## config.mk

```make
export PLATFORM = sky130hd
export DESIGN_NAME = counter_serial_irq
export DESIGN_NICKNAME = d
export VERILOG_FILES = /design/src/ext_irq_pkg.sv /design/src/counter_serial_irq.sv
export SDC_FILE = /design/constraint.sdc
export NUM_CORES = 1
export LEC_CHECK = 0
export ABC_AREA = 1
export BUFFER_PORTS_ARGS = -buffer_cell sky130_fd_sc_hd__buf_2
export CAP_MARGIN = 20
export CORE_ASPECT_RATIO = 0.6
export CORE_MARGIN = 5
export CORE_UTILIZATION = 42
export CTS_CLUSTER_SIZE = 28
export DETAILED_ROUTE_END_ITERATION = 10
export GPL_TIMING_DRIVEN = 0
export PLACE_DENSITY = 0.71
export SLEW_MARGIN = 10
export SYNTH_ARGS = -nofsm -noshare
export SYNTH_HDL_FRONTEND = slang
export SYNTH_SLANG_ARGS = --single-unit
```

## constraint.sdc

```tcl
create_clock -name sys_clk -period 1.7 [get_ports sys_clk]
set_input_delay 0.34 -clock sys_clk [delete_from_list [all_inputs] [get_ports sys_clk]]
set_output_delay 0.34 -clock sys_clk [all_outputs]
set_load 0.005 [all_outputs]
```

## src/ext_irq_pkg.sv

```systemverilog
/*
 * Package for the counter/serial interrupt input block: mode encodings,
 * timing counts and the packed structs for timer and serial control bits.
 * Assumes a single 10 MHz core clock.
 */
package ext_irq_pkg;

    // ****************************************************************
    // Timing
    // ****************************************************************
    localparam int CLK_PERIOD_NS      = 100;
    // Serial mode 2 bit time is 32 oscillator periods at this clock model
    localparam int BIT_CLKS           = 32;
    localparam int BIT_TIME_NS        = BIT_CLKS * CLK_PERIOD_NS;
    // Least start-low time: five-eighths of a bit, rounded up
    localparam int START_NUM          = 5;
    localparam int START_DEN          = 8;
    localparam int START_CLKS         = (BIT_CLKS * START_NUM + START_DEN - 1) / START_DEN;
    localparam int DATA_BITS          = 8;

    // ****************************************************************
    // Field encodings
    // ****************************************************************
    localparam logic [1:0] TMR_MODE_RELOAD = 2'h2;
    localparam logic [1:0] SER_MODE_2      = 2'h2;
    localparam logic [7:0] ALL_ONES        = 8'hFF;
    localparam logic [7:0] BYTE_ZERO       = 8'h00;
    localparam int         N_TMR           = 2;

    // Per-timer configuration bits
    typedef struct packed {
        logic       gate;
        logic       ext_count;
        logic       mode_high_bit;
        logic       mode_low_bit;
        logic       run;
    } tmr_cfg_t;

    // Serial configuration bits
    typedef struct packed {
        logic       mode_select_0;
        logic       mode_select_1;
        logic       multiprocessor_bit;
        logic       rx_enable;
    } ser_cfg_t;

    // Receiver states, one-hot
    typedef enum logic [2:0] {
        RX_IDLE  = 3'h1,
        RX_START = 3'h2,
        RX_DATA  = 3'h4
    } rx_state_t;

endpackage

```

## src/counter_serial_irq.sv

```systemverilog
/*
 * Counter/serial interrupt inputs: two 8-bit auto-reload counters and a
 * 9-bit serial receiver whose flags serve as edge-triggered interrupts.
 * Assumes count and receive pins already synchronous to sys_clk.
 */
`timescale 1ns/1ps
`default_nettype none

// Contract
// Five vectored sources: two ext, two timers, serial
// Mode 2: 8-bit counter with auto reload
// Software loads count and reload with ones
// Software sets gate, count, mode, run, enables
// Timer mode value 66 hex for both
// Falling count edge overflows, raises timer interrupt
// Overflow reloads counter from reload byte
// Software may set priorities per source
// Serial mode 2: 9-bit oscillator-clocked receiver
// Reception starts on receive pin falling edge
// Start valid only if low five-eighths bit
// Source holds receive low one to nine bits
// Serial control register set to 90 hex
// Software treats serial interrupt as external
// Software ignores the received byte
// Receive flag set after eighth data bit
// Service routine clears receive flag
// Timer flag clears on vector to routine
module counter_serial_irq (
    input  wire logic                        sys_clk,
    input  wire logic                        rst,
    input  wire ext_irq_pkg::tmr_cfg_t [1:0] tmr_cfg,
    input  wire logic [1:0]                  count_load,
    input  wire logic [7:0]                  load_value,
    input  wire logic [7:0]                  reload_value,
    input  wire logic [1:0]                  timer_irq_enable,
    input  wire logic                        serial_irq_enable,
    input  wire logic                        global_irq_enable,
    input  wire logic [1:0]                  ext_irq_in,
    input  wire logic [1:0]                  timer_vector_ack,
    input  wire ext_irq_pkg::ser_cfg_t       ser_cfg,
    input  wire logic                        receive_flag_clr,
    input  wire logic                        timer0_count_pin,
    input  wire logic                        timer1_count_pin,
    input  wire logic                        rx_pin,
    output logic [7:0]                       timer0_count_byte,
    output logic [7:0]                       timer1_count_byte,
    output logic [1:0]                       timer_ovf_flag,
    output logic                             receive_irq_flag,
    output logic [7:0]                       rx_byte,
    output logic [4:0]                       irq_request
);

    // ****************************************************************
    // Timer section
    // ****************************************************************
    logic [1:0] pin_now;
    logic [1:0] pin_q;
    logic [7:0] count_q [2];
    logic [7:0] reload_q [2];
    logic [1:0] ovf_q;

    assign pin_now = {timer1_count_pin, timer0_count_pin};

    // Previous pin level, used to find falling edges
    always_ff @(posedge sys_clk) begin
        if (rst) begin
            pin_q <= 2'h3;
        end else begin
            pin_q <= pin_now;
        end
    end

    genvar gi;
    generate
        for (gi = 0; gi < ext_irq_pkg::N_TMR; gi++) begin : g_tmr
            logic mode2;
            logic tick;
            logic wrap;
            // Only the external-count reload mode is modelled; other modes hold
            assign mode2 = {tmr_cfg[gi].mode_high_bit, tmr_cfg[gi].mode_low_bit}
                           == ext_irq_pkg::TMR_MODE_RELOAD;
            assign tick  = mode2 && tmr_cfg[gi].run && tmr_cfg[gi].ext_count
                           && !tmr_cfg[gi].gate && pin_q[gi] && !pin_now[gi];
            assign wrap  = tick && (count_q[gi] == ext_irq_pkg::ALL_ONES);

            // Counter advances on a falling edge and reloads on wrap
            always_ff @(posedge sys_clk) begin
                if (rst) begin
                    count_q[gi]  <= ext_irq_pkg::BYTE_ZERO;
                    reload_q[gi] <= ext_irq_pkg::BYTE_ZERO;
                end else begin
                    if (count_load[gi]) begin
                        count_q[gi]  <= load_value;
                        reload_q[gi] <= reload_value;
                    end else if (wrap) begin
                        count_q[gi] <= reload_q[gi];
                    end else if (tick) begin
                        count_q[gi] <= count_q[gi] + 8'h01;
                    end
                end
            end

            // Flag set wins over the vector acknowledge
            always_ff @(posedge sys_clk) begin
                if (rst) begin
                    ovf_q[gi] <= 1'b0;
                end else if (wrap) begin
                    ovf_q[gi] <= 1'b1;
                end else if (timer_vector_ack[gi]) begin
                    ovf_q[gi] <= 1'b0;
                end
            end
        end
    endgenerate

    // ****************************************************************
    // Serial receiver, mode 2
    // ****************************************************************
    ext_irq_pkg::rx_state_t state_q;
    ext_irq_pkg::rx_state_t state_d;
    logic [5:0] tick_q;
    logic [3:0] bit_q;
    logic [7:0] shift_q;
    logic       rx_prev_q;
    logic       ri_q;
    logic       ser_mode2;
    logic       rx_fall;
    logic       bit_end;
    logic       start_ok;
    logic       frame_done;

    assign ser_mode2  = {ser_cfg.mode_select_0, ser_cfg.mode_select_1}
                        == ext_irq_pkg::SER_MODE_2 && ser_cfg.rx_enable;
    assign rx_fall    = ser_mode2 && rx_prev_q && !rx_pin;
    assign bit_end    = tick_q == 6'(ext_irq_pkg::BIT_CLKS - 1);
    // Past the five-eighths point a rising pin no longer aborts the start
    assign start_ok   = tick_q >= 6'(ext_irq_pkg::START_CLKS - 1);
    assign frame_done = (state_q == ext_irq_pkg::RX_DATA) && bit_end
                        && bit_q == 4'(ext_irq_pkg::DATA_BITS - 1);

    // Next state: a glitch shorter than five-eighths bit falls back to idle
    always_comb begin
        state_d = state_q;
        case (state_q)
            ext_irq_pkg::RX_IDLE: begin
                if (rx_fall && !ri_q) begin
                    state_d = ext_irq_pkg::RX_START;
                end
            end
            ext_irq_pkg::RX_START: begin
                if (rx_pin && !start_ok) begin
                    state_d = ext_irq_pkg::RX_IDLE;
                end else if (bit_end) begin
                    state_d = ext_irq_pkg::RX_DATA;
                end
            end
            ext_irq_pkg::RX_DATA: begin
                if (frame_done) begin
                    state_d = ext_irq_pkg::RX_IDLE;
                end
            end
            default: state_d = ext_irq_pkg::RX_IDLE;
        endcase
    end

    // Bit timing and data capture; the 9th bit is ignored, the flag comes early
    always_ff @(posedge sys_clk) begin
        if (rst) begin
            state_q   <= ext_irq_pkg::RX_IDLE;
            tick_q    <= 6'h00;
            bit_q     <= 4'h0;
            shift_q   <= 8'h00;
            rx_prev_q <= 1'b1;
        end else begin
            state_q   <= state_d;
            rx_prev_q <= rx_pin;
            tick_q    <= (state_q == ext_irq_pkg::RX_IDLE || bit_end) ? 6'h00 : tick_q + 6'h01;
            if (state_q == ext_irq_pkg::RX_START) begin
                bit_q <= 4'h0;
            end else if (state_q == ext_irq_pkg::RX_DATA && bit_end) begin
                bit_q   <= bit_q + 4'h1;
                shift_q <= {rx_pin, shift_q[7:1]};
            end
        end
    end

    // Receive flag: a new frame end beats a simultaneous clear
    always_ff @(posedge sys_clk) begin
        if (rst) begin
            ri_q <= 1'b0;
        end else if (frame_done) begin
            ri_q <= 1'b1;
        end else if (receive_flag_clr) begin
            ri_q <= 1'b0;
        end
    end

    // ****************************************************************
    // Outputs, registered
    // ****************************************************************
    logic [4:0] req_d;
    // Order: ext0, timer0, ext1, timer1, serial
    assign req_d = global_irq_enable ? {serial_irq_enable & ri_q,
                                        timer_irq_enable[1] & ovf_q[1],
                                        ext_irq_in[1],
                                        timer_irq_enable[0] & ovf_q[0],
                                        ext_irq_in[0]} : 5'h00;

    always_ff @(posedge sys_clk) begin
        if (rst) begin
            timer0_count_byte <= 8'h00;
            timer1_count_byte <= 8'h00;
            timer_ovf_flag    <= 2'h0;
            receive_irq_flag  <= 1'b0;
            rx_byte           <= 8'h00;
            irq_request       <= 5'h00;
        end else begin
            timer0_count_byte <= count_q[0];
            timer1_count_byte <= count_q[1];
            timer_ovf_flag    <= ovf_q;
            receive_irq_flag  <= ri_q;
            rx_byte           <= shift_q;
            irq_request       <= req_d;
        end
    end

    // ****************************************************************
    // Checks
    // ****************************************************************
    ovf_reload_a: assert property (@(posedge sys_clk) disable iff (rst)
        g_tmr[0].wrap && !count_load[0] |=> count_q[0] == reload_q[0])
        else $error("timer0 did not reload on overflow");
    ovf_flag_a: assert property (@(posedge sys_clk) disable iff (rst)
        g_tmr[1].wrap |=> ovf_q[1] ##1 timer_ovf_flag[1])
        else $error("timer1 overflow flag missing");
    ack_clear_a: assert property (@(posedge sys_clk) disable iff (rst)
        timer_vector_ack[0] && !g_tmr[0].wrap |=> !ovf_q[0])
        else $error("timer0 flag not cleared by ack");
    mode_hold_a: assert property (@(posedge sys_clk) disable iff (rst)
        !g_tmr[0].mode2 && !count_load[0] |=> $stable(count_q[0]))
        else $error("timer0 counted outside mode 2");
    start_seen_a: assert property (@(posedge sys_clk) disable iff (rst)
        state_q == ext_irq_pkg::RX_IDLE && rx_fall && !ri_q |=> state_q == ext_irq_pkg::RX_START)
        else $error("receive start not taken");
    glitch_drop_a: assert property (@(posedge sys_clk) disable iff (rst)
        state_q == ext_irq_pkg::RX_START && rx_pin && tick_q < 6'(ext_irq_pkg::START_CLKS - 1)
        |=> state_q == ext_irq_pkg::RX_IDLE)
        else $error("short start pulse accepted");
    ri_timing_a: assert property (@(posedge sys_clk) disable iff (rst)
        $rose(ri_q) |-> $past(state_q) == ext_irq_pkg::RX_DATA && $past(bit_q) == 4'h7)
        else $error("receive flag not after eighth bit");
    ri_sticky_a: assert property (@(posedge sys_clk) disable iff (rst)
        ri_q && !receive_flag_clr |=> ri_q)
        else $error("receive flag dropped without clear");
    req_gate_a: assert property (@(posedge sys_clk) disable iff (rst)
        !global_irq_enable |=> irq_request == 5'h00)
        else $error("request passed with global enable off");
    mode9_a: assert property (@(posedge sys_clk) disable iff (rst)
        !ser_mode2 && state_q == ext_irq_pkg::RX_IDLE |=> state_q == ext_irq_pkg::RX_IDLE)
        else $error("receiver started outside mode 2");

    tmr_irq_c: cover property (@(posedge sys_clk) g_tmr[0].wrap ##2 irq_request[1]);
    ser_irq_c: cover property (@(posedge sys_clk) $rose(ri_q) ##2 irq_request[4]);
    glitch_c:  cover property (@(posedge sys_clk)
        state_q == ext_irq_pkg::RX_START ##1 state_q == ext_irq_pkg::RX_IDLE);

endmodule

`default_nettype wire

```

; ---- Yosys cells after proc, flatten, opt, wreduce, memory -nomap -nowiden
; Memory sizes are Yosys's and may differ from the RTL's.
; Index checks and enable logic that the tools add are counted.
[word_totals]
register_bits = 59
ram_bits = 32
input_bits = 46
out_inout_bits = 32
elab_cells = 128
memories = 2
[classes]
add_sub_neg = 4
order_cmp = 1
eq_ne = 13
muxes = 45
bitwise = 13
reduce_logical = 35
[memory_table]
columns = memory, words, word_bits, read_ports, rd_clocked_by_memory_dff, write_ports, line_no
row1 = count_q, 2, 8, 2, 0, 2, counter_serial_irq.sv:58  ; logic [7:0] count_q [2];
row2 = reload_q, 2, 8, 2, 0, 2, counter_serial_irq.sv:59  ; logic [7:0] reload_q [2];
[ops]
columns = op, n
row1 = $mux W8, 8
row2 = $mux W1, 32
row3 = $logic_and A1 B1 Y1, 19
row4 = $add A8 B1 Y8 const B, 2
row5 = $eq A8 B8 Y1 const B, 2
row6 = $mux W3, 4
row7 = $pmux W3 S3, 1
row8 = $or A1 B1 Y1, 8
row9 = $logic_not A1 Y1, 7
row10 = $add A6 B1 Y6 const B, 1
row11 = $eq A2 B2 Y1 const B, 3
row12 = $eq A6 B5 Y1 const B, 1
row13 = $ge A6 B5 Y1 const B, 1
row14 = $reduce_bool A2 Y1, 3
row15 = $reduce_or A2 Y1, 3
row16 = $add A4 B1 Y4 const B, 1
row17 = $eq A4 B3 Y1 const B, 1
row18 = $ne A2 B2 Y1 const B, 2
row19 = $and A1 B1 Y1, 3
row20 = $eq A3 B1 Y1 const B, 1
row21 = $eq A3 B2 Y1 const B, 1
row22 = $eq A3 B3 Y1 const B, 1
row23 = $ne A3 B3 Y1 const B, 1
row24 = $reduce_and A3 Y1, 1
row25 = 3 further kinds, 4

; ---- Logic depth before layout (Yosys ltp)
; Gate-level depths: netlist of run 1.
[logic_depth]
ltp_word = 13
depth_mapped = 10
depth_no_buf = 10

; ---- Least setup slack after synthesis of run 1
; No wires, ideal clock.
[synth_timing]
path_type = reg2reg
startpoint = memory count_q[0][0]
endpoint = memory count_q[0][6], data pin
setup_ns = 0.135
arrival_time_ns = 1.322
t_required_ns = 1.565
slack_ns = 0.244
stages_incl_launch_ff = 8
path_buffers = 0
period_less_slack_ns = 1.456
path_cell_list = edfxtp_1 ha_1 nand3_1 inv_1 nand2_1 nor3b_4 nand2_1 nand3_1
[synth_lines]
columns = item, line_no
row1 = from (decl), counter_serial_irq.sv:58

==> results of run 1 <==
-- cell usage after synthesis --
master	n
and2_1	1
edfxtp_1	32
nand3_2	2
nand2_4	1
nor2_8	1
inv_1	67
buf_6	2
buf_2	4
nor2_2	3
o22ai_1	1
nor3b_1	1
inv_2	5
o21ai_2	1
xor2_1	10
clkinv_1	1
nand2_1	86
nor2_4	5
dfxtp_1	59
nand4_1	14
clkinv_2	1
ha_1	4
nand2_2	3
o21ai_0	15
clkbuf_1	3
a21boi_0	1
and3_1	1
nor2_1	78
nor3_1	2
or2_2	1
o21bai_1	1
o31ai_1	2
nor3b_4	1
nand3_1	40
a21oi_1	10
nor3_2	1
-- layer usage --
metal,vias up,global-route usage (%),share of wire [%]
met5,-,0,0
met4,0,4.81,1.0
met3,10,5.51,7.4
met2,95,24.2,40
met1,1426,24.6,51
li1,1635,-,-
-- cell usage in the layout, fill, tap and decap left out, types with 10 or more instances in the layout --
| cell type | netlist | final |
|---|---|---|
| a21oi_1 | 10 | 10 |
| buf_2 | 4 | 79 |
| dfxtp_1 | 59 | 59 |
| edfxtp_1 | 32 | 32 |
| inv_1 | 67 | 67 |
| nand2_1 | 86 | 84 |
| nand3_1 | 40 | 39 |
| nand4_1 | 14 | 14 |
| nor2_1 | 78 | 75 |
| o21ai_0 | 15 | 15 |
| xor2_1 | 10 | 10 |
-- kinds of logic after synthesis --
family,count (synthesis),synth area share [%]
AND/OR/NAND/NOR,241,28.6
flip-flops,91,55.0
buffers and inverters,83,8.54
AO/OA/AOI/OAI,31,4.37
XOR/XNOR,10,2.25
adder cells (fa/ha/maj),4,1.28
-- registers in the layout (all words and copies together), names as in the netlist, 3 cells and up --
signal             count
count_q               16
reload_q              16
tick_q                 6
timer0_count_byte      8
bit_q                  4
irq_request            5
state_q                3
shift_q                8
rx_byte                8
timer1_count_byte      8
-- worst max-delay path: stages (launching register included) --
cell and delay [ps]:
edfxtp_1 420, ha_1 240, nand2_2 110, nor2_4 50
nand2_4 120, inv_4 70, nand2_2 80, nor2_2 50
nor2_1 130, nor2_1 60
-- through the flow --
step | setup WS [ps] | instances | utilization (%)
2_1_floorplan | 244 | 460 | -
3_3_place_gp | 51.0 | 651 | 48.4
3_5_place_dp | 33.0 | 651 | 48.4
4_1_cts | 5.72 | 667 | 51.7
5_1_grt | 11.9 | 669 | 52.1
6_report | 119 | 669 | 52.1
-- timing repair --
| item | 4_1_cts | 5_1_grt |
|---|---|---|
| setup buffers | 0 | 2 |
| resized for setup | 0 | 8 |
| hold buffers | 0 | 0 |
| setup endpoints to repair | 0 | 13 |
| endpoints found under the hold margin | 0 | 0 |
-- area by class of cell --
cell class / count / area (um2)
inverters: 74 / 280
multi-input cells: 286 / 1440
plain buffers: 9 / 53.8
well taps: 116 / 145
flip-flops and latches: 91 / 2140
fillers: 854 / 4370
clock inverters: 6 / 71.3
clock buffers: 10 / 229
repair buffers: 77 / 390
-- how the worst max path moves through the flow --
stage / slack [ps] / start / endpoint
2_1_floorplan: 240 / count_q[0][0] / count_q[0][6]
3_3_place_gp: 50 / count_q[1][1] / count_q[1][2]
3_5_place_dp: 30 / count_q[1][1] / count_q[1][2]
4_1_cts: 6 / count_q[1][1] / count_q[1][5]
5_1_grt: 10 / count_q[1][0] / count_q[1][4]
6_report: 120 / count_q[1][1] / count_q[1][1]
-- power by group through the flow --
stage	registers, mW	clock network [mW]	logic (mW)
6_report	2.49	2.01	0.594
5_1_grt	2.50	2.15	0.680
4_1_cts	2.48	2.05	0.586
3_5_place_dp	2.53	0	0.579
3_3_place_gp	2.52	0	0.548
2_1_floorplan	2.51	0	0.385
==> reports/results.ini, run 1 <==
[run_status]
outcome=complete, no violations

[floorplan]
die_height_um=84.6
die_area_um2=11400
die_width_um=134
num_rows=27
core_area_um2=9120
start_util_pct=42.7
pin_count=78

[critical_path]
worstReg2RegStart=count_q[1][1]
r2r_end=count_q[1][1]
cp_max_fo=6
reg2regPathDepth=9
cp-start-kind=flip-flop
r2r_slack_ps=120
arrival_ps=1680
critPathCaptureType=flip-flop
crit_type=reg -> reg
required_ps=1800

[pwr]
switching_power_mw=1.33
p_int_mw=3.77
p_leak_nw=2.23
clkPwrFrac_pct=39.5
power_mw=5.09
pwr_density_cell_nw_per_um2=1070
power_frac_seq_pct=48.8
max-vdd-ir-drop_mv=0.506
sw_frac_of_total_pct=26.0
comb_power_share_pct=11.7

[synth]
avgSynthCellArea_um2=8.47
ys_seq_area_share_pct=55.0
synth_seq_cells=91
synth_area_um2=3900
yosysUniqueCellTypes=35
yosys_warnings=0
synth_top_area_share_pct=30.3
yosysTopAreaCell=dfxtp_1
synth_nets=510
synth_area_leaders=dfxtp_1 (30%), edfxtp_1 (25%), nand2_1 (8.3%)
synthCells=460

[route]
ant_nets=0
drc=0
first_pass_iters=5
drt_iter0_drc=219
drt-wirelength-per-cell_um=13.8
routed_wl_um=9250
vias=3166
viasPerCell=4.73

[clock_network]
clock_path_buffers=2
htreeDepth=3
clk_pin_slew_ps=70
numCtsBuffers=9
cts-root-buf=clkbuf_16
tritoncts=done
cts_sinks=91
clock_latency_ps=340

[sta]
hold_viol=0
tightest_slew_ps=528
fin_crit_ps=1580
setup_viol=0
slew_viol_final=0
timing.fmax_mhz=632
finalCritPeriodShare_pct=93.0
slew-limit-headroom_pct=64.8
rsz0062_at_grt=false
holdWs_ps=164
fin_worst_skew_ps=9.84
tns_ps=0

[min_path]
hold_path.class=in -> reg
hold_depth=2
min_from=timer_vector_ack[0]
worstHoldEndpoint=ovf_q[0]

[placed_design]
post_dp_cell_area_um2=4420
gp_congestion=0.961
dpl.hpwl_um=7160
port_buffers=75

[final_layout]
fin_nets=598
antenna_cells=0
drive_gt1_share_pct=23.5
final_area_um2=4750
area_growth_pct=22.0

[global_route]
grt_pass1_vias=3032
grt_pass1_wl_um=15200
grt_max_degree=17
grt_overflow=0
track_usage_pct=17.0
antenna_found_initial=0

[run]
drv_cap=0

No activity file was read; power rests on OpenSTA's default activity.
==> inputs of run 2 (changes only) <==
--- a/config.mk
+++ b/config.mk
@@ -11,6 +11,7 @@
 export CORE_ASPECT_RATIO = 0.6
 export CORE_MARGIN = 5
 export CORE_UTILIZATION = 42
+export CTS_BUF_LIST = sky130_fd_sc_hd__clkbuf_16
 export CTS_CLUSTER_SIZE = 28
 export DETAILED_ROUTE_END_ITERATION = 10
 export GPL_TIMING_DRIVEN = 0
==> run 2 against run 1 <==
  * First-iteration DRC count stayed put
  * Register-to-register slack barely moved
  * Sequential power hardly changed
  * Clock skew hardly changed
  * Via count rose by 0.19%
  * Total power hardly changed
  * Final cell count is the same
  * Critical path depth unchanged
==> reports/results.ini, run 2 (same netlist as run 1, synthesis figures left out) <==
[global_route]
antenna_found_initial=0  ; unchanged
grt_overflow=0  ; unchanged
grt_max_degree=17  ; unchanged
grt_pass1_vias=3032  ; unchanged
track_usage_pct=17.0  ; unchanged
grt_pass1_wl_um=15200  ; unchanged

[floorplan]
die_area_um2=11400  ; unchanged
die_height_um=84.6  ; unchanged
num_rows=27  ; unchanged
start_util_pct=42.7  ; unchanged
die_width_um=134  ; unchanged
pin_count=78  ; unchanged
core_area_um2=9120  ; unchanged

[pwr]
sw_frac_of_total_pct=26.1  ; was 26.0%
power_frac_seq_pct=48.8  ; about the same
p_int_mw=3.76  ; was 3.77 mW
clkPwrFrac_pct=39.4  ; was 39.5%
switching_power_mw=1.33  ; about the same
comb_power_share_pct=11.7  ; about the same
pwr_density_cell_nw_per_um2=1070  ; about the same
max-vdd-ir-drop_mv=0.506  ; about the same
p_leak_nw=2.23  ; about the same

[critical_path]
critPathCaptureType=flip-flop  ; unchanged
required_ps=1800  ; about the same
cp_max_fo=6  ; unchanged
crit_type=reg -> reg  ; unchanged
cp-start-kind=flip-flop  ; unchanged
reg2regPathDepth=9  ; unchanged
arrival_ps=1680  ; about the same

[placed_design]
dpl.hpwl_um=7160  ; unchanged
dp_slack_ps=33.0  ; unchanged
gp_congestion=0.961  ; unchanged
port_buffers=75  ; unchanged
placed_cells=651  ; unchanged

[route]
drt-wirelength-per-cell_um=13.8  ; about the same
drt_iter0_drc=219  ; unchanged
drc=0  ; unchanged
viasPerCell=4.74  ; was 4.73
first_pass_iters=5  ; unchanged
ant_nets=0  ; unchanged
vias=3172  ; was 3166
routed_wl_um=9260  ; was 9250 um

[final_layout]
layout_common_cells=nand2_1 (84), buf_2 (79), nor2_1 (75), inv_1 (68), dfxtp_1 (59)  ; was nand2_1 (84), buf_2 (79), nor2_1 (75), inv_1 (67), dfxtp_1 (59)
antenna_cells=0  ; unchanged
fin_nets=598  ; unchanged
instances_no_fill=669  ; unchanged
fin_util_pct=52.1  ; unchanged
nFillCells=854  ; unchanged
drive_gt1_share_pct=23.5  ; unchanged
final_common_cell=nand2_1  ; unchanged
area_growth_pct=22.0  ; unchanged
reg_top3=count_q (16), reload_q (16)  ; unchanged

[sta]
slew_viol_final=0  ; unchanged
tns_ps=0  ; unchanged
finalCritPeriodShare_pct=93.0  ; about the same
tightest_slew_ps=529  ; was 528 ps
setup_viol=0  ; unchanged
rsz0062_at_grt=false  ; unchanged
worst_slack_ps=119  ; about the same
fin_worst_skew_ps=9.85  ; was 9.84 ps
timing.fmax_mhz=632  ; about the same
fin_crit_ps=1580  ; about the same
slew-limit-headroom_pct=64.7  ; was 64.8%
hold_viol=0  ; unchanged

[run]
drv_cap=0  ; unchanged

[clock_network]
cts_sinks=91  ; unchanged
clk_pin_slew_ps=70  ; about the same
tritoncts=done  ; unchanged
clock_latency_ps=340  ; about the same
clock_path_buffers=2  ; unchanged
cts-hold-fix-buffers=0  ; unchanged
numCtsBuffers=9  ; unchanged
cts-root-buf=clkbuf_16  ; unchanged
htreeDepth=3  ; unchanged

[min_path]
hold_path.class=in -> reg  ; unchanged
hold_depth=2  ; unchanged

[run_status]
outcome=complete, no violations  ; unchanged

-- run 2: changes by cell type in the layout (fill, tap and decap cells not counted), sizes merged --
cell    delta
inv        +1
clkbuf     -1
-- run 2: metal layers --
metal | vias to the layer above | track usage [%] | wire length, um
met1 | 1432 | 24.6 | 4750
met4 | 0 | 4.81 | 97
li1 | 1635 | - | -
met3 | 10 | 5.51 | 663
met2 | 95 | 24.2 | 3750
met5 | - | 0 | 0
-- run 2: path summary, 6_finish.rpt --
path	startpoint	end	slack, ps
worst max register to register	count_q[1][1]	count_q[1][1]	120
worst min register to register	ovf_q[0]	irq_request[1]	440
worst min-delay path	timer_vector_ack[0]	ovf_q[0]	160
worst max-delay path	count_q[1][1]	count_q[1][1]	120
-- run 2: area by class of cell --
class	count	area [um2]	area share (%)
Sequential cell	91	2140	45.1
Multi-Input combinational cell	286	1440	30.3
Timing Repair Buffer	77	390	8.21
Inverter	74	280	5.90
Clock buffer	9	225	4.74
Tap cell	116	145	3.05
Clock inverter	7	75.1	1.58
Buffer	9	53.8	1.13
-- run 2: per-stage QoR --
stage	hold slack (ps)	area [um2]	total power [mW]
5_1_grt	164	4750	5.32
3_3_place_gp	427	4420	3.07
6_report	164	4750	5.09
2_1_floorplan	410	3900	2.89
4_1_cts	157	4720	5.11
3_5_place_dp	429	4420	3.11
-- run 2: power by group through the flow --
stage,Clock [mW],Combinational [mW],Sequential [mW]
3_3_place_gp,0,0.548,2.52
2_1_floorplan,0,0.385,2.51
5_1_grt,2.14,0.680,2.50
4_1_cts,2.05,0.586,2.48
6_report,2.01,0.597,2.49
3_5_place_dp,0,0.579,2.53
-- run 2: critical path: stages (launching register included) --
cell,delay (ps)
edfxtp_1,420
ha_1,240
nand2_2,110
nor2_4,50
nand2_4,120
inv_4,70
nand2_2,80
nor2_2,50
nor2_1,130
nor2_1,60
-- run 2: timing repair --
action | 4_1_cts | 5_1_grt
endpoints found under the setup margin | 0 | 13
buffers inserted | 0 | 2
resized for setup | 0 | 8
==> inputs of run 3 (changes only) <==
--- a/config.mk
+++ b/config.mk
@@ -5,7 +5,6 @@
 export SDC_FILE = /design/constraint.sdc
 export NUM_CORES = 1
 export LEC_CHECK = 0
-export ABC_AREA = 1
 export BUFFER_PORTS_ARGS = -buffer_cell sky130_fd_sc_hd__buf_2
 export CAP_MARGIN = 20
 export CORE_ASPECT_RATIO = 0.6
@@ -15,7 +14,6 @@
 export CTS_CLUSTER_SIZE = 28
 export DETAILED_ROUTE_END_ITERATION = 10
 export GPL_TIMING_DRIVEN = 0
-export PLACE_DENSITY = 0.71
 export SLEW_MARGIN = 10
 export SYNTH_ARGS = -nofsm -noshare
 export SYNTH_HDL_FRONTEND = slang
==> constraint.sdc (replaced) <==
create_clock -name sys_clk -period 1.7 [get_ports sys_clk]
set_input_delay 0 -clock sys_clk [delete_from_list [all_inputs] [get_ports sys_clk]]
set_output_delay 0 -clock sys_clk [all_outputs]
set_load 0.005 [all_outputs]
==> run 3 against run 2 <==
  * Sequential share of layout area fell by 1.9 points
  * Via count is 8.9% lower
  * Synthesized cell count decreased by 29%
  * Maximum frequency decreased by 6.3%
  * Global-route usage up 0.055 points
  * Largest power group unchanged
  * Wire length is 3.1% lower
  * Combinational power down 45%
  * Non-clock buffer count rose by 37
  * Total power down 4.9%
  * Core utilization is 5.9 points higher
  * Critical path type unchanged
  * Clock skew fell by 4.6 ps
  * Largest cell class unchanged
==> reports/results.ini, run 3 <==
[floorplan]
core_area_um2=8560  ; was 9120 um2
die_area_um2=10900  ; was 11400 um2
die_height_um=82.8  ; was 84.6 um
die_width_um=131  ; was 134 um
pin_count=78  ; unchanged
start_util_pct=43.3  ; was 42.7%
num_rows=26  ; was 27

[route]
drt_iter0_drc=260  ; was 219
drt-wirelength-per-cell_um=15.9  ; was 13.8 um
ant_nets=0  ; unchanged
viasPerCell=5.12  ; was 4.74
first_pass_iters=4  ; was 5
drc=0  ; unchanged
routed_wl_um=8970  ; was 9260 um
vias=2891  ; was 3172

[final_layout]
drive_gt1_share_pct=31.1  ; was 23.5%
reg_top3=count_q (16), reload_q (16)  ; unchanged
nFillCells=767  ; was 854
area_growth_pct=34.0  ; was 22.0%
fin_nets=498  ; was 598
antenna_cells=0  ; unchanged
fin_util_pct=58.0  ; was 52.1%
layout_common_cells=buf_2 (76), dfxtp_1 (56), nor2b_1 (33), edfxtp_1 (32), dlygate4sd3_1 (21)  ; was nand2_1 (84), buf_2 (79), nor2_1 (75), inv_1 (68), dfxtp_1 (59)
final_common_cell=buf_2  ; was nand2_1

[clock_network]
htreeDepth=3  ; unchanged
clk_pin_slew_ps=70  ; about the same
numCtsBuffers=9  ; unchanged
tritoncts=done  ; unchanged
clock_latency_ps=340  ; about the same
cts_sinks=91  ; unchanged
clock_path_buffers=2  ; unchanged
cts-root-buf=clkbuf_16  ; unchanged

[synth]
synthArstFlopShare_pct=0  ; unchanged
synth_edf_count=32  ; unchanged
synthFlopType=dfxtp_1  ; unchanged
synth_nets=377  ; was 510
yosys_warnings=0  ; unchanged
ys_seq_area_share_pct=57.8  ; was 55.0%
yosysUniqueCellTypes=57  ; was 35
synthCells=327  ; was 460
synth_top_area_share_pct=31.9  ; was 30.3%
yosysMostFrequentCell=dfxtp_1  ; was nand2_1
synth_area_leaders=dfxtp_1 (32%), edfxtp_1 (26%), nor2b_1 (5.6%)  ; was dfxtp_1 (30%), edfxtp_1 (25%), nand2_1 (8.3%)
synthTopCellsByCount=dfxtp_1 (59), nor2b_1 (33), edfxtp_1 (32)  ; was nand2_1 (86), nor2_1 (78), inv_1 (67)
avgSynthCellArea_um2=11.3  ; was 8.47 um2
synth_area_um2=3710  ; was 3900 um2
yosysTopAreaCell=dfxtp_1  ; unchanged
synth_seq_cells=91  ; unchanged

[pwr]
power_mw=4.84  ; was 5.09 mW
pwr_density_cell_nw_per_um2=975  ; was 1070 nW/um2
max-vdd-ir-drop_mv=0.579  ; was 0.506 mV
switching_power_mw=1.06  ; was 1.33 mW
comb_power_share_pct=6.7  ; was 11.7%
power_frac_seq_pct=49.4  ; was 48.8%
sw_frac_of_total_pct=21.8  ; was 26.1%
p_int_mw=3.78  ; was 3.76 mW
p_leak_nw=2.04  ; was 2.23 nW
clkPwrFrac_pct=43.9  ; was 39.4%

[run]
drv_cap=0  ; unchanged

[critical_path]
crit_type=reg -> reg  ; unchanged
cp_max_fo=5  ; was 6
arrival_ps=1880  ; was 1680 ps
required_ps=1900  ; was 1800 ps
cp-start-kind=flip-flop  ; unchanged
critPathCaptureType=flip-flop  ; unchanged

[global_route]
grt_overflow=0  ; unchanged
grt_pass1_vias=2837  ; was 3032
grt_pass1_wl_um=14400  ; was 15200 um
track_usage_pct=17.0  ; about the same
antenna_found_initial=0  ; unchanged
grt_max_degree=17  ; unchanged

[sta]
rsz0062_at_grt=true  ; was false
slew_viol_final=0  ; unchanged
timing.fmax_mhz=593  ; was 632 MHz
tns_ps=0  ; unchanged
fin_worst_skew_ps=5.22  ; was 9.85 ps
finalCritPeriodShare_pct=99.2  ; was 93.0%
tightest_slew_ps=512  ; was 529 ps
slew-limit-headroom_pct=65.9  ; was 64.7%
hold_viol=0  ; unchanged
setup_viol=0  ; unchanged
fin_crit_ps=1690  ; was 1580 ps

[placed_design]
port_buffers=75  ; unchanged
gp_congestion=0.818  ; was 0.961
dpl.hpwl_um=6710  ; was 7160 um

[min_path]
hold_path.class=in -> reg  ; unchanged

[run_status]
outcome=complete, no violations  ; unchanged

==> run 3: cell types whose count changed in the layout (fill, tap and decap cells not counted), sizes merged, moves of 9 or more <==
cell	before	now
and2	1	20
nand4	14	3
nor2b	0	33
nor2	87	20
inv	77	9
dlygate4sd3	0	21
mux2i	0	9
nand3	42	9
o21ai	16	5
buf	83	94
nand2	90	15
==> run 3: per-layer routing <==
metal	global-route usage (%)	vias up	part of all wire [%]
met5	0	-	0
met4	4.83	0	0.81
met3	6.84	7	10
met2	23.7	111	39
li1	-	1420	-
met1	24.3	1353	50
==> run 3: metrics by stage <==
step / hold slack [ps] / cell area, um2 / setup WS [ps] / instances
final: 45.7 / 4970 / 13.0 / 565
after global routing: 44.0 / 4970 / -38.8 / 565
after CTS: 21.7 / 4890 / 14.1 / 560
after detailed placement: 205 / 4230 / -279 / 514
after global placement: 200 / 4230 / -235 / 514
after floorplan: 93.2 / 3720 / 33.0 / 327
==> run 3: cell type report <==
| type | instances | area (um2) | share of cell area, % |
|---|---|---|---|
| clock inverter | 4 | 32.5 | 0.655 |
| buffer | 11 | 57.6 | 1.16 |
| multi-input combinational | 217 | 1560 | 31.4 |
| inverter | 6 | 22.5 | 0.454 |
| sequential | 91 | 2150 | 43.2 |
| timing repair buffer | 112 | 706 | 14.2 |
| tap | 112 | 140 | 2.82 |
| clock buffer | 12 | 300 | 6.05 |
==> run 3: power by group through the flow <==
stage / Sequential, mW / Clock (mW) / Combinational (mW)
final: 2.39 / 2.12 / 0.326
after global routing: 2.40 / 2.28 / 0.362
after CTS: 2.39 / 2.18 / 0.312
after detailed placement: 2.44 / 0 / 0.252
after global placement: 2.44 / 0 / 0.248
after floorplan: 2.43 / 0 / 0.129
==> run 3: path summary, 6_finish.rpt <==
path / to / cells past startpoint / slack [ps] / start
worst max-delay path: count_q[1][3] / 5 / 10 / count_q[1][1]
worst min-delay path: count_q[1][4] / 3 / 50 / load_value[4]
worst max register to register: count_q[1][3] / 5 / 10 / count_q[1][1]
worst min register to register: state_q[1] / 1 / 430 / state_q[2]
==> run 3: cell families (layout without fill, tap and decap cells) <==
family	after synthesis	in the layout	share of synthesized area [%]
AO/OA/AOI/OAI	52	52	10.5
XOR/XNOR	15	15	3.55
adder cells (fa/ha/maj)	4	4	1.35
buffers and inverters	19	145	2.36
flip-flops	91	91	57.8
multiplexers	10	10	2.73
AND/OR/NAND/NOR	136	136	21.7
==> run 3: worst max-delay path, stage by stage (launching register included) <==
cell and delay [ps]:
edfxtp_1 400, ha_4 190, nand4_1 220, or2_4 330, a211o_1 280, a21oi_2 130
==> run 3: repair_timing <==
item,4_1_cts,5_1_grt
hold buffers,21,0
hold endpoints to repair,29,0
setup endpoints to repair,32,31
setup buffers,10,6
gates resized for setup,11,12
pin swaps,2,5
